### src/core/wmb_pkg.sv
// Constants and types for the multi-sector block write command block
package wmb_pkg;
  // Command block register addresses
  localparam logic [3:0] RA_DATA = 4'h0;
  localparam logic [3:0] RA_FEAT = 4'h1;
  localparam logic [3:0] RA_CNT = 4'h2;
  localparam logic [3:0] RA_SN = 4'h3;
  localparam logic [3:0] RA_CL = 4'h4;
  localparam logic [3:0] RA_CH = 4'h5;
  localparam logic [3:0] RA_DH = 4'h6;
  localparam logic [3:0] RA_CMD = 4'h7;
  localparam logic [3:0] RA_CTL = 4'h8;
  // Opcodes
  localparam logic [7:0] OP_WMUL = 8'hC5;
  localparam logic [7:0] OP_WMUL_EXT = 8'h39;
  // Counts
  localparam logic [7:0] SEC_LAST_WORD = 8'hFF;
  localparam logic [16:0] CNT28_ZERO = 17'h00100;
  localparam logic [16:0] CNT48_ZERO = 17'h10000;
  // Field positions
  localparam int DH_LBA = 6;
  localparam int CTL_HOB = 7;
  localparam int ST_BSY = 7;
  localparam int ST_RDY = 6;
  localparam int ST_DSC = 4;
  localparam int ST_DRQ = 3;
  localparam int ST_ERR = 0;
  localparam int ER_IDN = 4;
  localparam int ER_ABT = 2;
  // Geometry for geometric mode
  localparam logic [7:0] GEO_SPT = 8'h3F;
  localparam logic [7:0] GEO_FIRST_SEC = 8'h01;
  localparam logic [3:0] GEO_HEAD_MAX = 4'hF;
  localparam logic [47:0] GEO_HEADS_W = 48'h0000_0000_0010;
  localparam logic [47:0] GEO_SPT_W = 48'h0000_0000_003F;
  // Buffer shape
  localparam int FIFO_W = 16;
  localparam int FIFO_D = 8;
  localparam logic [3:0] FIFO_IORDY_LIM = 4'h7;

  // Command block contents, previous byte in [15:8]
  typedef struct packed {
    logic [15:0] cnt;
    logic [15:0] sn;
    logic [15:0] cl;
    logic [15:0] ch;
    logic [7:0] dh;
  } wmb_tf_t;

  typedef enum logic [1:0] {S_IDLE, S_XFER, S_DRAIN} wmb_state_t;
endpackage
### src/core/wmb_core.sv
// Device-side multi-sector block write command interpreter
// How it works
// - Opcode C5h starts the 28-bit block multi-sector write.
// - Payload words flow in, then drain to the media before completion.
// - One interrupt per block of sectors sized by the multiple setting.
// - Each data register write carries one 16-bit payload word.
// - Count register gives sectors to move; zero means 256.
// - Logical mode: address bytes 0,1,2 give address bits 0-23.
// - Logical mode: head field gives address bits 24-27.
// - Mode bit clear: sector, cylinder and head are geometric.
// - At completion the count register holds sectors not moved.
// - At completion address fields hold the last sector moved.
// - Opcode 39h starts the 48-bit variant with two-byte registers.
// - In the 48-bit variant a zero count means 65,536 sectors.
// - After an error the failing 48-bit address reads back by half.
`timescale 1ns/10ps
module wmb_core import wmb_pkg::*; (
  // Clock and reset
  input wire logic i_core_clk,
  input wire logic i_rst_n,
  // Host command block access
  input wire logic [3:0] i_reg_addr,
  input wire logic i_reg_wr,
  input wire logic i_reg_rd,
  input wire logic [15:0] i_reg_wdata,
  output logic [15:0] o_reg_rdata,
  output logic o_iordy,
  output logic o_intrq,
  // Drive configuration
  input wire logic [7:0] i_multi_size,
  input wire logic [47:0] i_capacity,
  // Media side
  output logic [15:0] o_media_data,
  output logic o_media_valid,
  input wire logic i_media_ready
);
  wmb_state_t state_ff, nxt_state;
  wmb_tf_t tf_ff, nxt_tf;
  logic ext_ff, nxt_ext;
  logic [7:0] err_ff, nxt_err;
  logic [16:0] rem_ff, nxt_rem;
  logic [7:0] word_ff, nxt_word;
  logic [7:0] blk_ff, nxt_blk;
  logic irq_ff, nxt_irq;
  logic hob_ff, nxt_hob;
  logic [15:0] rdata_ff;
  logic iordy_ff;
  logic [15:0] mdata_ff;
  logic mvalid_ff;
  logic [7:0] status_w;
  logic fifo_in_ready;
  logic fifo_out_valid;
  logic [15:0] fifo_out_data;
  logic [3:0] fifo_cnt;

  // Address match
  // Shared by every register strobe and the read selector
  function automatic logic hit(input logic [3:0] a, input logic [3:0] ra);
    return a == ra;
  endfunction

  // Byte half chosen by the high-order byte select
  function automatic logic [7:0] half(input logic [15:0] v, input logic high_order_byte_select);
    return high_order_byte_select ? v[15:8] : v[7:0];
  endfunction

  // Logical address gathered from the command block
  function automatic logic [47:0] lba_of(input wmb_tf_t t, input logic ext);
    if (ext) begin
      return {t.ch[15:8], t.cl[15:8], t.sn[15:8], t.ch[7:0], t.cl[7:0], t.sn[7:0]};
    end
    return {20'h00000, t.dh[3:0], t.ch[7:0], t.cl[7:0], t.sn[7:0]};
  endfunction

  // Logical address scattered back into the command block
  function automatic wmb_tf_t put_lba(input wmb_tf_t t, input logic [47:0] l, input logic ext);
    wmb_tf_t r;
    r = t;
    r.sn[7:0] = l[7:0];
    r.cl[7:0] = l[15:8];
    r.ch[7:0] = l[23:16];
    if (ext) begin
      r.sn[15:8] = l[31:24];
      r.cl[15:8] = l[39:32];
      r.ch[15:8] = l[47:40];
    end else begin
      r.dh[3:0] = l[27:24];
    end
    return r;
  endfunction

  // Address of the following sector
  // Geometric stepping wraps sector to one, then head, then cylinder
  function automatic wmb_tf_t adv(input wmb_tf_t t, input logic ext);
    wmb_tf_t r;
    logic [15:0] cyl;
    r = t;
    cyl = {t.ch[7:0], t.cl[7:0]};
    if (ext || t.dh[DH_LBA]) begin
      r = put_lba(t, lba_of(t, ext) + 48'h1, ext);
    end else if (t.sn[7:0] == GEO_SPT) begin
      r.sn[7:0] = GEO_FIRST_SEC;
      if (t.dh[3:0] == GEO_HEAD_MAX) begin
        r.dh[3:0] = 4'h0;
        cyl = cyl + 16'h1;
      end else begin
        r.dh[3:0] = t.dh[3:0] + 4'h1;
      end
      r.cl[7:0] = cyl[7:0];
      r.ch[7:0] = cyl[15:8];
    end else begin
      r.sn[7:0] = t.sn[7:0] + 8'h1;
    end
    return r;
  endfunction

  // Target sector exists on the drive
  // Checked on the first word of each sector, so a bad target drops
  // the word instead of letting it reach the media
  function automatic logic addr_ok(input wmb_tf_t t, input logic ext, input logic [47:0] cap);
    logic [47:0] chs;
    chs = ({32'h0000_0000, t.ch[7:0], t.cl[7:0]} * GEO_HEADS_W + {44'h0, t.dh[3:0]}) * GEO_SPT_W
      + {40'h0, t.sn[7:0]} - 48'h1;
    if (ext || t.dh[DH_LBA]) begin
      return lba_of(t, ext) < cap;
    end
    return (t.sn[7:0] != 8'h00) && (t.sn[7:0] <= GEO_SPT) && (chs < cap);
  endfunction

  // Access decode
  // Outside the idle state, writes change only the interrupt, the byte select and, during transfer, the data words taken
  wire wr_data = i_reg_wr && hit(i_reg_addr, RA_DATA);
  wire wr_cnt = i_reg_wr && hit(i_reg_addr, RA_CNT);
  wire wr_sn = i_reg_wr && hit(i_reg_addr, RA_SN);
  wire wr_cl = i_reg_wr && hit(i_reg_addr, RA_CL);
  wire wr_ch = i_reg_wr && hit(i_reg_addr, RA_CH);
  wire wr_dh = i_reg_wr && hit(i_reg_addr, RA_DH);
  wire wr_cmd = i_reg_wr && hit(i_reg_addr, RA_CMD);
  wire wr_ctl = i_reg_wr && hit(i_reg_addr, RA_CTL);
  wire wr_tf = wr_cnt || wr_sn || wr_cl || wr_ch || wr_dh;
  wire rd_status = i_reg_rd && hit(i_reg_addr, RA_CMD);

  // Command decode
  wire [7:0] op = i_reg_wdata[7:0];
  wire cmd_ext = (op == OP_WMUL_EXT);
  wire cmd_ours = ((op == OP_WMUL) || cmd_ext) && (i_multi_size != 8'h00);
  wire start_ok = addr_ok(tf_ff, cmd_ext, i_capacity);
  wire cur_ok = addr_ok(tf_ff, ext_ff, i_capacity);
  wire [16:0] rem28 = (tf_ff.cnt[7:0] == 8'h00) ? CNT28_ZERO : {9'h000, tf_ff.cnt[7:0]};
  wire [16:0] rem48 = (tf_ff.cnt == 16'h0000) ? CNT48_ZERO : {1'b0, tf_ff.cnt};
  wire [16:0] init_rem = cmd_ext ? rem48 : rem28;
  wire [16:0] rem_dec = rem_ff - 17'h00001;
  wire [7:0] blk_inc = blk_ff + 8'h01;

  // Word acceptance, gated by the buffer
  // Ready flag is one cycle old; one slot of headroom covers it
  wire word_slot = wr_data && (state_ff == S_XFER) && iordy_ff && fifo_in_ready;
  wire take_word = word_slot && ((word_ff != 8'h00) || cur_ok);
  wire bad_first = word_slot && (word_ff == 8'h00) && !cur_ok;
  wire sec_done = take_word && (word_ff == SEC_LAST_WORD);
  wire drained = (fifo_cnt == 4'h0) && !mvalid_ff;
  wire fifo_out_ready = !mvalid_ff || i_media_ready;
  wire clr_irq = rd_status || wr_cmd;

  // Status byte
  // Busy only while a block drains, never together with request
  always_comb begin
    status_w = 8'h00;
    status_w[ST_BSY] = (state_ff == S_DRAIN);
    status_w[ST_RDY] = 1'b1;
    status_w[ST_DSC] = 1'b1;
    status_w[ST_DRQ] = (state_ff == S_XFER);
    status_w[ST_ERR] = (err_ff != 8'h00);
  end

  // Read selection
  // Data register reads return zero; payload only flows inward
  // half by select bit
  wire [15:0] rd_mux =
    hit(i_reg_addr, RA_FEAT) ? {8'h00, err_ff} :
    hit(i_reg_addr, RA_CNT) ? {8'h00, half(tf_ff.cnt, hob_ff)} :
    hit(i_reg_addr, RA_SN) ? {8'h00, half(tf_ff.sn, hob_ff)} :
    hit(i_reg_addr, RA_CL) ? {8'h00, half(tf_ff.cl, hob_ff)} :
    hit(i_reg_addr, RA_CH) ? {8'h00, half(tf_ff.ch, hob_ff)} :
    hit(i_reg_addr, RA_DH) ? {8'h00, tf_ff.dh} :
    (hit(i_reg_addr, RA_CMD) || hit(i_reg_addr, RA_CTL)) ? {8'h00, status_w} : 16'h0000;

  // Command sequencer
  // An interrupt set after its clear wins within the same cycle
  always_comb begin
    nxt_state = state_ff;
    nxt_tf = tf_ff;
    nxt_ext = ext_ff;
    nxt_err = err_ff;
    nxt_rem = rem_ff;
    nxt_word = word_ff;
    nxt_blk = blk_ff;
    nxt_irq = irq_ff;
    nxt_hob = hob_ff;
    if (clr_irq) nxt_irq = 1'b0;
    if (wr_ctl) nxt_hob = i_reg_wdata[CTL_HOB];
    if (wr_tf) nxt_hob = 1'b0;
    case (state_ff)
      S_IDLE: begin
        if (wr_cnt) nxt_tf.cnt = {tf_ff.cnt[7:0], i_reg_wdata[7:0]};
        if (wr_sn) nxt_tf.sn = {tf_ff.sn[7:0], i_reg_wdata[7:0]};
        if (wr_cl) nxt_tf.cl = {tf_ff.cl[7:0], i_reg_wdata[7:0]};
        if (wr_ch) nxt_tf.ch = {tf_ff.ch[7:0], i_reg_wdata[7:0]};
        if (wr_dh) nxt_tf.dh = i_reg_wdata[7:0];
        if (wr_cmd) begin
          nxt_err = 8'h00;
          if (!cmd_ours) begin
            nxt_err[ER_ABT] = 1'b1;
            nxt_irq = 1'b1;
          end else if (!start_ok) begin
            nxt_err[ER_IDN] = 1'b1;
            nxt_irq = 1'b1;
          end else begin
            nxt_ext = cmd_ext;
            nxt_rem = init_rem;
            nxt_word = 8'h00;
            nxt_blk = 8'h00;
            nxt_state = S_XFER;
          end
        end
      end
      S_XFER: begin
        if (take_word) nxt_word = word_ff + 8'h01;
        if (sec_done) begin
          nxt_rem = rem_dec;
          nxt_blk = blk_inc;
          if (rem_dec != 17'h00000) nxt_tf = adv(tf_ff, ext_ff);
          nxt_tf.cnt = rem_dec[15:0];
          if ((rem_dec == 17'h00000) || (blk_inc == i_multi_size)) nxt_state = S_DRAIN;
        end else if (bad_first) begin
          nxt_err[ER_IDN] = 1'b1;
          nxt_irq = 1'b1;
          nxt_state = S_IDLE;
        end
      end
      S_DRAIN: begin
        if (drained) begin
          nxt_irq = 1'b1;
          nxt_blk = 8'h00;
          if (rem_ff == 17'h00000) begin
            nxt_state = S_IDLE;
          end else if (cur_ok) begin
            nxt_state = S_XFER;
          end else begin
            nxt_err[ER_IDN] = 1'b1;
            nxt_state = S_IDLE;
          end
        end
      end
      default: nxt_state = S_IDLE;
    endcase
  end

  // Sequencer registers
  // Whole command block cleared, so the mode bit starts at zero
  always_ff @(posedge i_core_clk or negedge i_rst_n) begin
    if (!i_rst_n) begin
      state_ff <= S_IDLE;
      tf_ff <= '0;
      ext_ff <= 1'b0;
      err_ff <= 8'h00;
      rem_ff <= 17'h00000;
      word_ff <= 8'h00;
      blk_ff <= 8'h00;
      irq_ff <= 1'b0;
      hob_ff <= 1'b0;
    end else begin
      state_ff <= nxt_state;
      tf_ff <= nxt_tf;
      ext_ff <= nxt_ext;
      err_ff <= nxt_err;
      rem_ff <= nxt_rem;
      word_ff <= nxt_word;
      blk_ff <= nxt_blk;
      irq_ff <= nxt_irq;
      hob_ff <= nxt_hob;
    end
  end

  // Read data, ready and media stage
  // Media stage holds its word while the sink stalls
  always_ff @(posedge i_core_clk or negedge i_rst_n) begin
    if (!i_rst_n) begin
      rdata_ff <= 16'h0000;
      iordy_ff <= 1'b0;
      mdata_ff <= 16'h0000;
      mvalid_ff <= 1'b0;
    end else begin
      if (i_reg_rd) rdata_ff <= rd_mux;
      iordy_ff <= (fifo_cnt < FIFO_IORDY_LIM);
      if (fifo_out_ready) begin
        mvalid_ff <= fifo_out_valid;
        mdata_ff <= fifo_out_data;
      end
    end
  end

  wmb_fifo #(.W(FIFO_W), .D(FIFO_D)) u_fifo (
    .i_core_clk(i_core_clk),
    .i_rst_n(i_rst_n),
    .i_in_valid(take_word),
    .o_in_ready(fifo_in_ready),
    .i_in_data(i_reg_wdata),
    .o_out_valid(fifo_out_valid),
    .i_out_ready(fifo_out_ready),
    .o_out_data(fifo_out_data),
    .o_count(fifo_cnt)
  );

  // Outputs
  // Every output is a register, so the host sees no decode glitches
  assign o_reg_rdata = rdata_ff;
  assign o_iordy = iordy_ff;
  assign o_intrq = irq_ff;
  assign o_media_data = mdata_ff;
  assign o_media_valid = mvalid_ff;
endmodule // wmb_core

### src/core/wmb_fifo.sv
// Payload word FIFO between the data register and the media side
`timescale 1ns/10ps
module wmb_fifo #(
  parameter int W = 16,
  parameter int D = 8
) (
  // Clock and reset
  input wire logic i_core_clk,
  input wire logic i_rst_n,
  // Fill side
  input wire logic i_in_valid,
  output logic o_in_ready,
  input wire logic [W-1:0] i_in_data,
  // Drain side
  output logic o_out_valid,
  input wire logic i_out_ready,
  output logic [W-1:0] o_out_data,
  // Fill level
  output logic [$clog2(D):0] o_count
);
  localparam int AW = $clog2(D);
  logic [W-1:0] mem [D];
  logic [AW-1:0] wptr_ff;
  logic [AW-1:0] rptr_ff;
  logic [AW:0] cnt_ff;
  wire push = i_in_valid && o_in_ready;
  wire pop = o_out_valid && i_out_ready;

  // Flags from the occupancy count
  assign o_in_ready = (cnt_ff != (AW+1)'(D));
  assign o_out_valid = (cnt_ff != '0);
  assign o_out_data = mem[rptr_ff];
  assign o_count = cnt_ff;

  // Storage write
  always_ff @(posedge i_core_clk) begin
    if (push) begin
      mem[wptr_ff] <= i_in_data;
    end
  end

  // Pointers and count
  always_ff @(posedge i_core_clk or negedge i_rst_n) begin
    if (!i_rst_n) begin
      wptr_ff <= '0;
      rptr_ff <= '0;
      cnt_ff <= '0;
    end else begin
      if (push) wptr_ff <= wptr_ff + 1'b1;
      if (pop) rptr_ff <= rptr_ff + 1'b1;
      if (push && !pop) cnt_ff <= cnt_ff + 1'b1;
      else if (pop && !push) cnt_ff <= cnt_ff - 1'b1;
    end
  end
endmodule // wmb_fifo

### config.mk
export PLATFORM = sky130hd
export DESIGN_NAME = wmb_core
export DESIGN_NICKNAME = d
export VERILOG_FILES = /design/src/core/wmb_pkg.sv /design/src/core/wmb_core.sv /design/src/core/wmb_fifo.sv
export SDC_FILE = /design/constraint.sdc
export NUM_CORES = 1
export LEC_CHECK = 0
export BUFFER_PORTS_ARGS = -buffer_cell sky130_fd_sc_hd__buf_2
export CAP_MARGIN = 20
export CORE_MARGIN = 2
export CORE_UTILIZATION = 65
export DETAILED_ROUTE_END_ITERATION = 10
export MAX_ROUTING_LAYER = met4
export PLACE_DENSITY_LB_ADDON = 0.15
export SLEW_MARGIN = 20
export SYNTH_ARGS = -nofsm -noshare
export SYNTH_HDL_FRONTEND = slang
export SYNTH_HIERARCHICAL = 1
export SYNTH_SLANG_ARGS = --single-unit
### constraint.sdc
create_clock -name i_core_clk -period 18.6 [get_ports i_core_clk]
set_input_delay 3.72 -clock i_core_clk [delete_from_list [all_inputs] [get_ports i_core_clk]]
set_output_delay 3.72 -clock i_core_clk [all_outputs]
set_load 0.01 [all_outputs]
; Word-level counts from Yosys, hierarchy flattened
; Memory sizes are Yosys's and may differ from the RTL's. A register that Yosys moved wholly into a read port is not among the register bits.
; Cells that the tools add are included.
[word_totals]
register_bits = 140
ram_bits = 128
in_bits = 81
out_inout_bits = 35
elab_cells = 271
n_memories = 1
[memory_table]
columns = memory, words, width, read_ports, rd_clocked_by_memory_dff, wr, line
row1 = u_fifo.mem, 8, 16, 1, 1, 1, wmb_fifo.sv:22  ; logic [W-1:0] mem [D];
[classes]
addsub = 14
multipliers = 1
order_cmp = 5
eq_ne = 40
muxes = 110
n_bitwise = 1
n_reduce_logical = 75
[ops]
columns = operator, n
row1 = $mux W48, 11
row2 = $mux W8, 30
row3 = $lt A48 B48 Y1, 3
row4 = $pmux W72 S2, 1
row5 = $mux W17, 6
row6 = $mux W16, 5
row7 = $mux W72, 1
row8 = $mux W56, 1
row9 = $add A48 B1 Y48 const B, 1
row10 = $reduce_and A6 Y1, 8
row11 = $logic_not A17 Y1, 2
row12 = $mux W1, 34
row13 = $pmux W17 S2, 1
row14 = $reduce_bool A8 Y1, 4
row15 = $sub A28 B1 Y29 const B, 1
row16 = $add A27 B8 Y28, 1
row17 = $mul A21 B6 Y27 const B, 1
row18 = $add A8 B1 Y8 const B, 3
row19 = $logic_and A1 B1 Y1, 24
row20 = $mux W4, 6
row21 = $ne A2 B2 Y1 const B, 12
row22 = $pmux W8 S3, 1
row23 = $add A20 B4 Y21, 1
row24 = $reduce_bool A17 Y1, 1
row25 = other kinds (42), 87

; Depth between registers and ports, before layout
[logic_depth]
word_depth = 23
depth_mapped = 35
depth_no_buf = 35

; Modules after synthesis
; The synthesis kept the hierarchy.
[by_module_without_submodules]
columns = module, instances, cells_each, area_per_inst_um2, seq_area_each_um2
row1 = wmb_core, 1, 1990, 16632.2, 3453.3
row2 = wmb_fifo, 1, 248, 5544.1, 4093.9

; Least setup slack after synthesis
; No wires, ideal clock.
[synth_timing]
path_type = flip-flop to flip-flop
startpoint = register tf_ff[3] (netlist bit)
endpoint = memory u_fifo.mem[0][0], enable pin
setup_time_ps = 430
arrival_time_ps = 8715
required_ps = 18170
slack_ps = 9455
stages_incl_launch_ff = 30
n_path_buf = 0
synth_period_minus_slack_ps = 9145
path_cell_list = dfrtp_1 > inv_1 > fa_1 > inv_1 > fa_1 > fa_1 > inv_1 > fa_1 > inv_1 > ha_1 > o21ai_0 > o21bai_1 > a41oi_1 > o21ai_0 > nand3_1 > a21oi_1 > o311ai_0 > nand2b_1 > a21oi_1 > xnor2_1 > ha_1 > and4_1 > and4_1 > nand4_1 > a211oi_1 > a211oi_2 > a211oi_1 > a21boi_4 > nand2_4 > nor4_1
[synth_via]
elab_chain_cells = 12
elab_cells_between_ends = 16
cone_classes = 3 x add/sub / 1 x mul / 2 x order compare / 6 x mux / 4 x reduce/logical
[synth_lines]
columns = element, line
row1 = "start, declared", wmb_core.sv:38  ; wmb_tf_t tf_ff, nxt_tf;
row2 = "start signal, assigned", wmb_core.sv:274  ; tf_ff <= nxt_tf;
row3 = $add A20 B4 Y21, wmb_core.sv:122  ; chs = ({32'h0000_0000, t.ch[7:0], t.cl[7:0]} * GEO_HEADS_W + {44'h0, t.dh[3:0]}) * GEO_SPT_W
row4 = $mul A21 B6 Y27, wmb_core.sv:122
row5 = $add A27 B8 Y28, wmb_core.sv:123  ; + {40'h0, t.sn[7:0]} - 48'h1;
row6 = $sub A28 B1 Y29, wmb_core.sv:123
row7 = $lt A48 B48 Y1, wmb_core.sv:127  ; return (t.sn[7:0] != 8'h00) && (t.sn[7:0] <= GEO_SPT) && (chs < cap);
row8 = $logic_and A1 B1 Y1, wmb_core.sv:127
row9 = $mux W1 *, wmb_core.sv:127
row10 = $logic_or A1 B1 Y1 *, wmb_core.sv:158  ; wire take_word = word_slot && ((word_ff != 8'h00) || cur_ok);
row11 = $logic_and A1 B1 Y1 *, wmb_core.sv:158
row12 = via take_word, wmb_core.sv:158
row13 = $logic_and A1 B1 Y1 *, wmb_fifo.sv:26  ; wire push = i_in_valid && o_in_ready;
row14 = $mux W1 *, wmb_fifo.sv:37  ; if (push) begin
row15 = $mux W1 (not written as such) *, wmb_fifo.sv:38  ; mem[wptr_ff] <= i_in_data;
row16 = "end, declared", wmb_fifo.sv:22
; The timed path passes the listed nets; every way through them passes the cells marked *. The select of a mux whose other input is x is not followed.

; Final worst setup path
[layout_timing]
startpoint = register tf_ff[3] (netlist bit)
endpoint = register u_fifo.cnt_ff[3] (netlist: u_fifo/o_count[3])
[layout_via]
elab_chain_cells = 13
elab_cells_between_ends = 19
cone_classes = 3 x add/sub / 1 x mul / 2 x order compare / 5 x mux / 8 x reduce/logical
[layout_lines]
columns = element, line
row1 = $add A20 B4 Y21, wmb_core.sv:122
row2 = $mul A21 B6 Y27, wmb_core.sv:122
row3 = $add A27 B8 Y28, wmb_core.sv:123
row4 = $sub A28 B1 Y29, wmb_core.sv:123
row5 = $lt A48 B48 Y1, wmb_core.sv:127
row6 = $logic_and A1 B1 Y1, wmb_core.sv:127
row7 = $mux W1 *, wmb_core.sv:127
row8 = $logic_or A1 B1 Y1 *, wmb_core.sv:158
row9 = $logic_and A1 B1 Y1 *, wmb_core.sv:158
row10 = via take_word, wmb_core.sv:158
row11 = $logic_and A1 B1 Y1 *, wmb_fifo.sv:26
row12 = via u_fifo.push, wmb_fifo.sv:26
row13 = $logic_not A1 Y1, wmb_fifo.sv:52  ; else if (pop && !push) cnt_ff <= cnt_ff - 1'b1;
row14 = $logic_and A1 B1 Y1, wmb_fifo.sv:52
row15 = $reduce_bool A2 Y1 (no source line), n/a
row16 = "end signal, assigned", wmb_fifo.sv:51  ; if (push && !pop) cnt_ff <= cnt_ff + 1'b1;
row17 = "end signal, assigned", wmb_fifo.sv:52
row18 = "end, declared", wmb_fifo.sv:25  ; logic [AW:0] cnt_ff;
; Marked as above.
; A chain may end at the register's enable or synchronous reset.

==> impl_metrics.py <==
metrics = {
    "clock_network": {
        "hold_buffers": 0,
        "clock-root-buffer": "clkbuf_16",
        "ctsResizeCount": 0,
        "cts_buffers": 28,
        "cts_tree": "done",
        "clock_path_buffers": 3,
        "insertion_delay_ps": 550,
        "cts_sinks": 276,
        "cts_max_level": 1,
        "clkSlewWorstSetupHoldPaths_ps": 70,
        "post_cts_buffers": 0,
    },
    "setup_path": {
        "cp_common_cell": "inv_1",
        "ff2ff_path_depth": 36,
        "r2r_start": "tf_ff[3]$_DFFE_PN0P_",
        "path_delay_family": "adder cells",
        "reg2reg_slack_ps": 8630,
        "crit_buf_inv": 7,
        "rr_endpoint": "u_fifo/o_count[3]$_DFFE_PN0P_",
        "crit_required_ps": 19020,
        "cpPeakStageDelay_ps": 760,
        "critPathMaxFanout": 20,
        "cp-start-kind": "flip-flop",
        "cp-end-kind": "flip-flop",
        "cp.arrival_ps": 10390,
        "slowest_stage": "a211oi_1",
        "crit_type": "flip-flop to flip-flop",
    },
    "drt": {
        "ant_nets": 0,
        "drt-initial-drc-count": 1742,
        "drt_pre_antenna_iters": 8,
        "viasPerCell": 6.50,
        "drc": 0,
        "num_vias": 18122,
        "route.detailed.wl_per_inst_um": 22.7,
        "routed_wirelength_um": 63300,
    },
    "synth": {
        "synthArstFlopShare_pct": 53.6,
        "yosysSeqAreaShare_pct": 34.0,
        "avgSynthCellArea_sq_um": 9.91,
        "ys_top_cells_by_area": "edfxtp_1 17%, dfrtp_1 17%, ha_1 13%",
        "synth_ff_type": "dfrtp_1",
        "synth_warnings": 6,
        "synth_edf_count": 128,
        "ys_ff_latch": 276,
        "netlist_area_sq_um": 22200,
        "synthCells": 2238,
        "synth_largest_area_cell": "edfxtp_1",
        "synth_top_area_share_pct": 17.3,
        "synth.distinct_cells": 103,
    },
    "sta": {
        "fmax_mhz": 100,
        "finalMaxSlewViolations": 0,
        "maxSlewHeadroom_pct": 27.6,
        "min_period_over_period_pct": 53.6,
        "setup_tns_ps": 0,
        "post-route-min-period_ps": 9970,
        "setup_viol": 0,
        "tightest_slew_ps": 1080,
        "fin_worst_skew_ps": 14.1,
        "rsz0062_at_grt": "no",
        "hold_viol": 0,
    },
    "min_path": {
        "worstHoldStart": "o_media_data[5]$_DFFE_PN0P_",
        "worstHoldEndpoint": "o_media_data[5]$_DFFE_PN0P_",
        "hp-class": "flip-flop to flip-flop",
        "hold-path-cell-count": 1,
    },
    "floorplanning": {
        "fp-row-count": 67,
        "coreArea_sq_um": 33500,
        "ios": 116,
        "die_w_um": 189,
        "die_h_um": 189,
        "initial_core_util_pct": 66.1,
        "die_area_sq_um": 35600,
    },
    "global_routing": {
        "grt_antenna_before_repair": 2,
        "grtUsageMet2_pct": 61.5,
        "grt_pass1_vias": 18006,
        "grt_util_met3_pct": 4.64,
        "grt_overflow": 0,
        "grt_start_max_net_pins": 91,
        "use_met1_pct": 45.6,
        "grt_usage_pct": 36.9,
        "busiest_layer": "met2",
        "grt_pass1_wl_um": 99700,
    },
    "outcome": {
        "outcome": "finished, final reports clean",
    },
    "place": {
        "place.gp.congestion": 1.07,
        "port_buffers": 107,
        "place_hpwl_um": 47300,
    },
    "finish": {
        "seqCellArea_sq_um": 7550,
        "nets": 2703,
        "multi_input_area_sq_um": 13300,
        "synthToLayoutAreaGrowth_pct": 8.47,
        "drive_gt1_share_pct": 11.4,
        "fillCellCount": 2455,
    },
    "flow_run": {
        "cap_violations": 0,
    },
}
[synth_stat cells (all sizes together) (10+ instances only)]
library cell  instances
mux4                 32
mux2                 46
edfxtp              128
mux2i                34
o21ai               134
nand2               176
xor2                 21
a21oi               146
nor3                 25
o211ai               14
and4                 14
fa                   82
and3                 23
o31ai                10
ha                  226
or3                  17
buf                  32
nand2b               17
nand4                28
a31oi                28
dfrtp               148
xnor2                49
o21bai               10
o22a                 22
nor2b                12
a211oi               16
a21o                 37
clkbuf               54
nor2                119
inv                 271
nand3                67
and2                 45
nor4                 22
[per-layer routing]
metal | share of wire [%] | up-vias
met1 | 38 | 8806
met3 | 7.8 | 211
met4 | 5.1 | 0
li1 | - | 8157
met5 | 0 | -
met2 | 49 | 948
[state kept, by name, summed over array words and instances (netlist names), 2 cells and up]
register        count
o_reg_rdata         8
rem_ff             17
blk_ff              8
u_fifo/mem        128
o_media_data       16
word_ff             8
u_fifo/rptr_ff      3
tf_ff              72
err_ff              2
u_fifo/wptr_ff      3
state_ff            2
u_fifo/o_count      4
[how the worst max path moves through the flow]
stage / from / end / cells past startpoint
floorplan: tf_ff[3]$_DFFE_PN0P_ / u_fifo/mem[0][0]$_DFFE_PP_ / 29
global placement: tf_ff[25]$_DFFE_PN0P_ / u_fifo/o_count[3]$_DFFE_PN0P_ / 36
detailed placement: tf_ff[27]$_DFFE_PN0P_ / u_fifo/o_count[3]$_DFFE_PN0P_ / 36
CTS: tf_ff[27]$_DFFE_PN0P_ / u_fifo/o_count[3]$_DFFE_PN0P_ / 36
global route: tf_ff[27]$_DFFE_PN0P_ / u_fifo/o_count[3]$_DFFE_PN0P_ / 36
finish: tf_ff[3]$_DFFE_PN0P_ / u_fifo/o_count[3]$_DFFE_PN0P_ / 36
[stage by stage]
stage          setup slack [ps]  instance area [sq um]  hold slack, ps  instances  util [%]
2_1_floorplan              9460                  22200             445       2245         -
3_3_place_gp               9280                  23100             469       2732      68.8
3_5_place_dp               8940                  23100             493       2732      68.8
4_1_cts                    8820                  24000             507       2784      71.7
5_1_grt                    8250                  24100             528       2786      71.7
6_report                   8630                  24100             503       2787      71.7
[area by class of cell]
type                            instances  area share (%)
Antenna cell                            3          0.0312
Clock buffer                           41            3.33
Clock inverter                         11           0.697
Inverter                              272            4.24
Multi-Input combinational cell       1611            55.2
Sequential cell                       276            31.4
Tap cell                              448            2.33
Timing Repair Buffer                  125            2.81
[cell usage in the layout (no fill, tap or decap), types with 18 or more instances in the layout]
cell type  Yosys  routed
a21o_1        34      34
a21oi_1      145     145
a31oi_1       27      27
and2_1        43      43
and3_1        23      23
buf_2         11     106
buf_4         11      18
clkbuf_16      0      29
dfrtp_1      148     148
edfxtp_1     128     128
fa_1          82      82
ha_1         226     225
inv_1        271     271
mux2_2        44      44
mux2i_1       34      34
mux4_1        25      25
nand2_1      172     172
nand3_1       67      67
nand4_1       28      28
nor2_1       117     116
nor3_1        22      18
o21ai_0      125     125
o22a_1        22      22
xnor2_1       49      49
xor2_1        20      20
[logic make-up (layout without fill, tap and decap cells)]
family	Yosys count	in the layout	share of synthesized area, %
compound gates	505	505	14.6
xor+xnor	70	70	2.80
fa+ha+maj	308	308	20.2
buf+inv	358	449	6.56
flops	276	276	34.0
mux	112	112	7.54
other cells	1	11	0.0169
simple gates	608	608	14.3
Power is not shown: default switching activity piles up to over one toggle a cycle in this logic, so the estimate is an artifact.
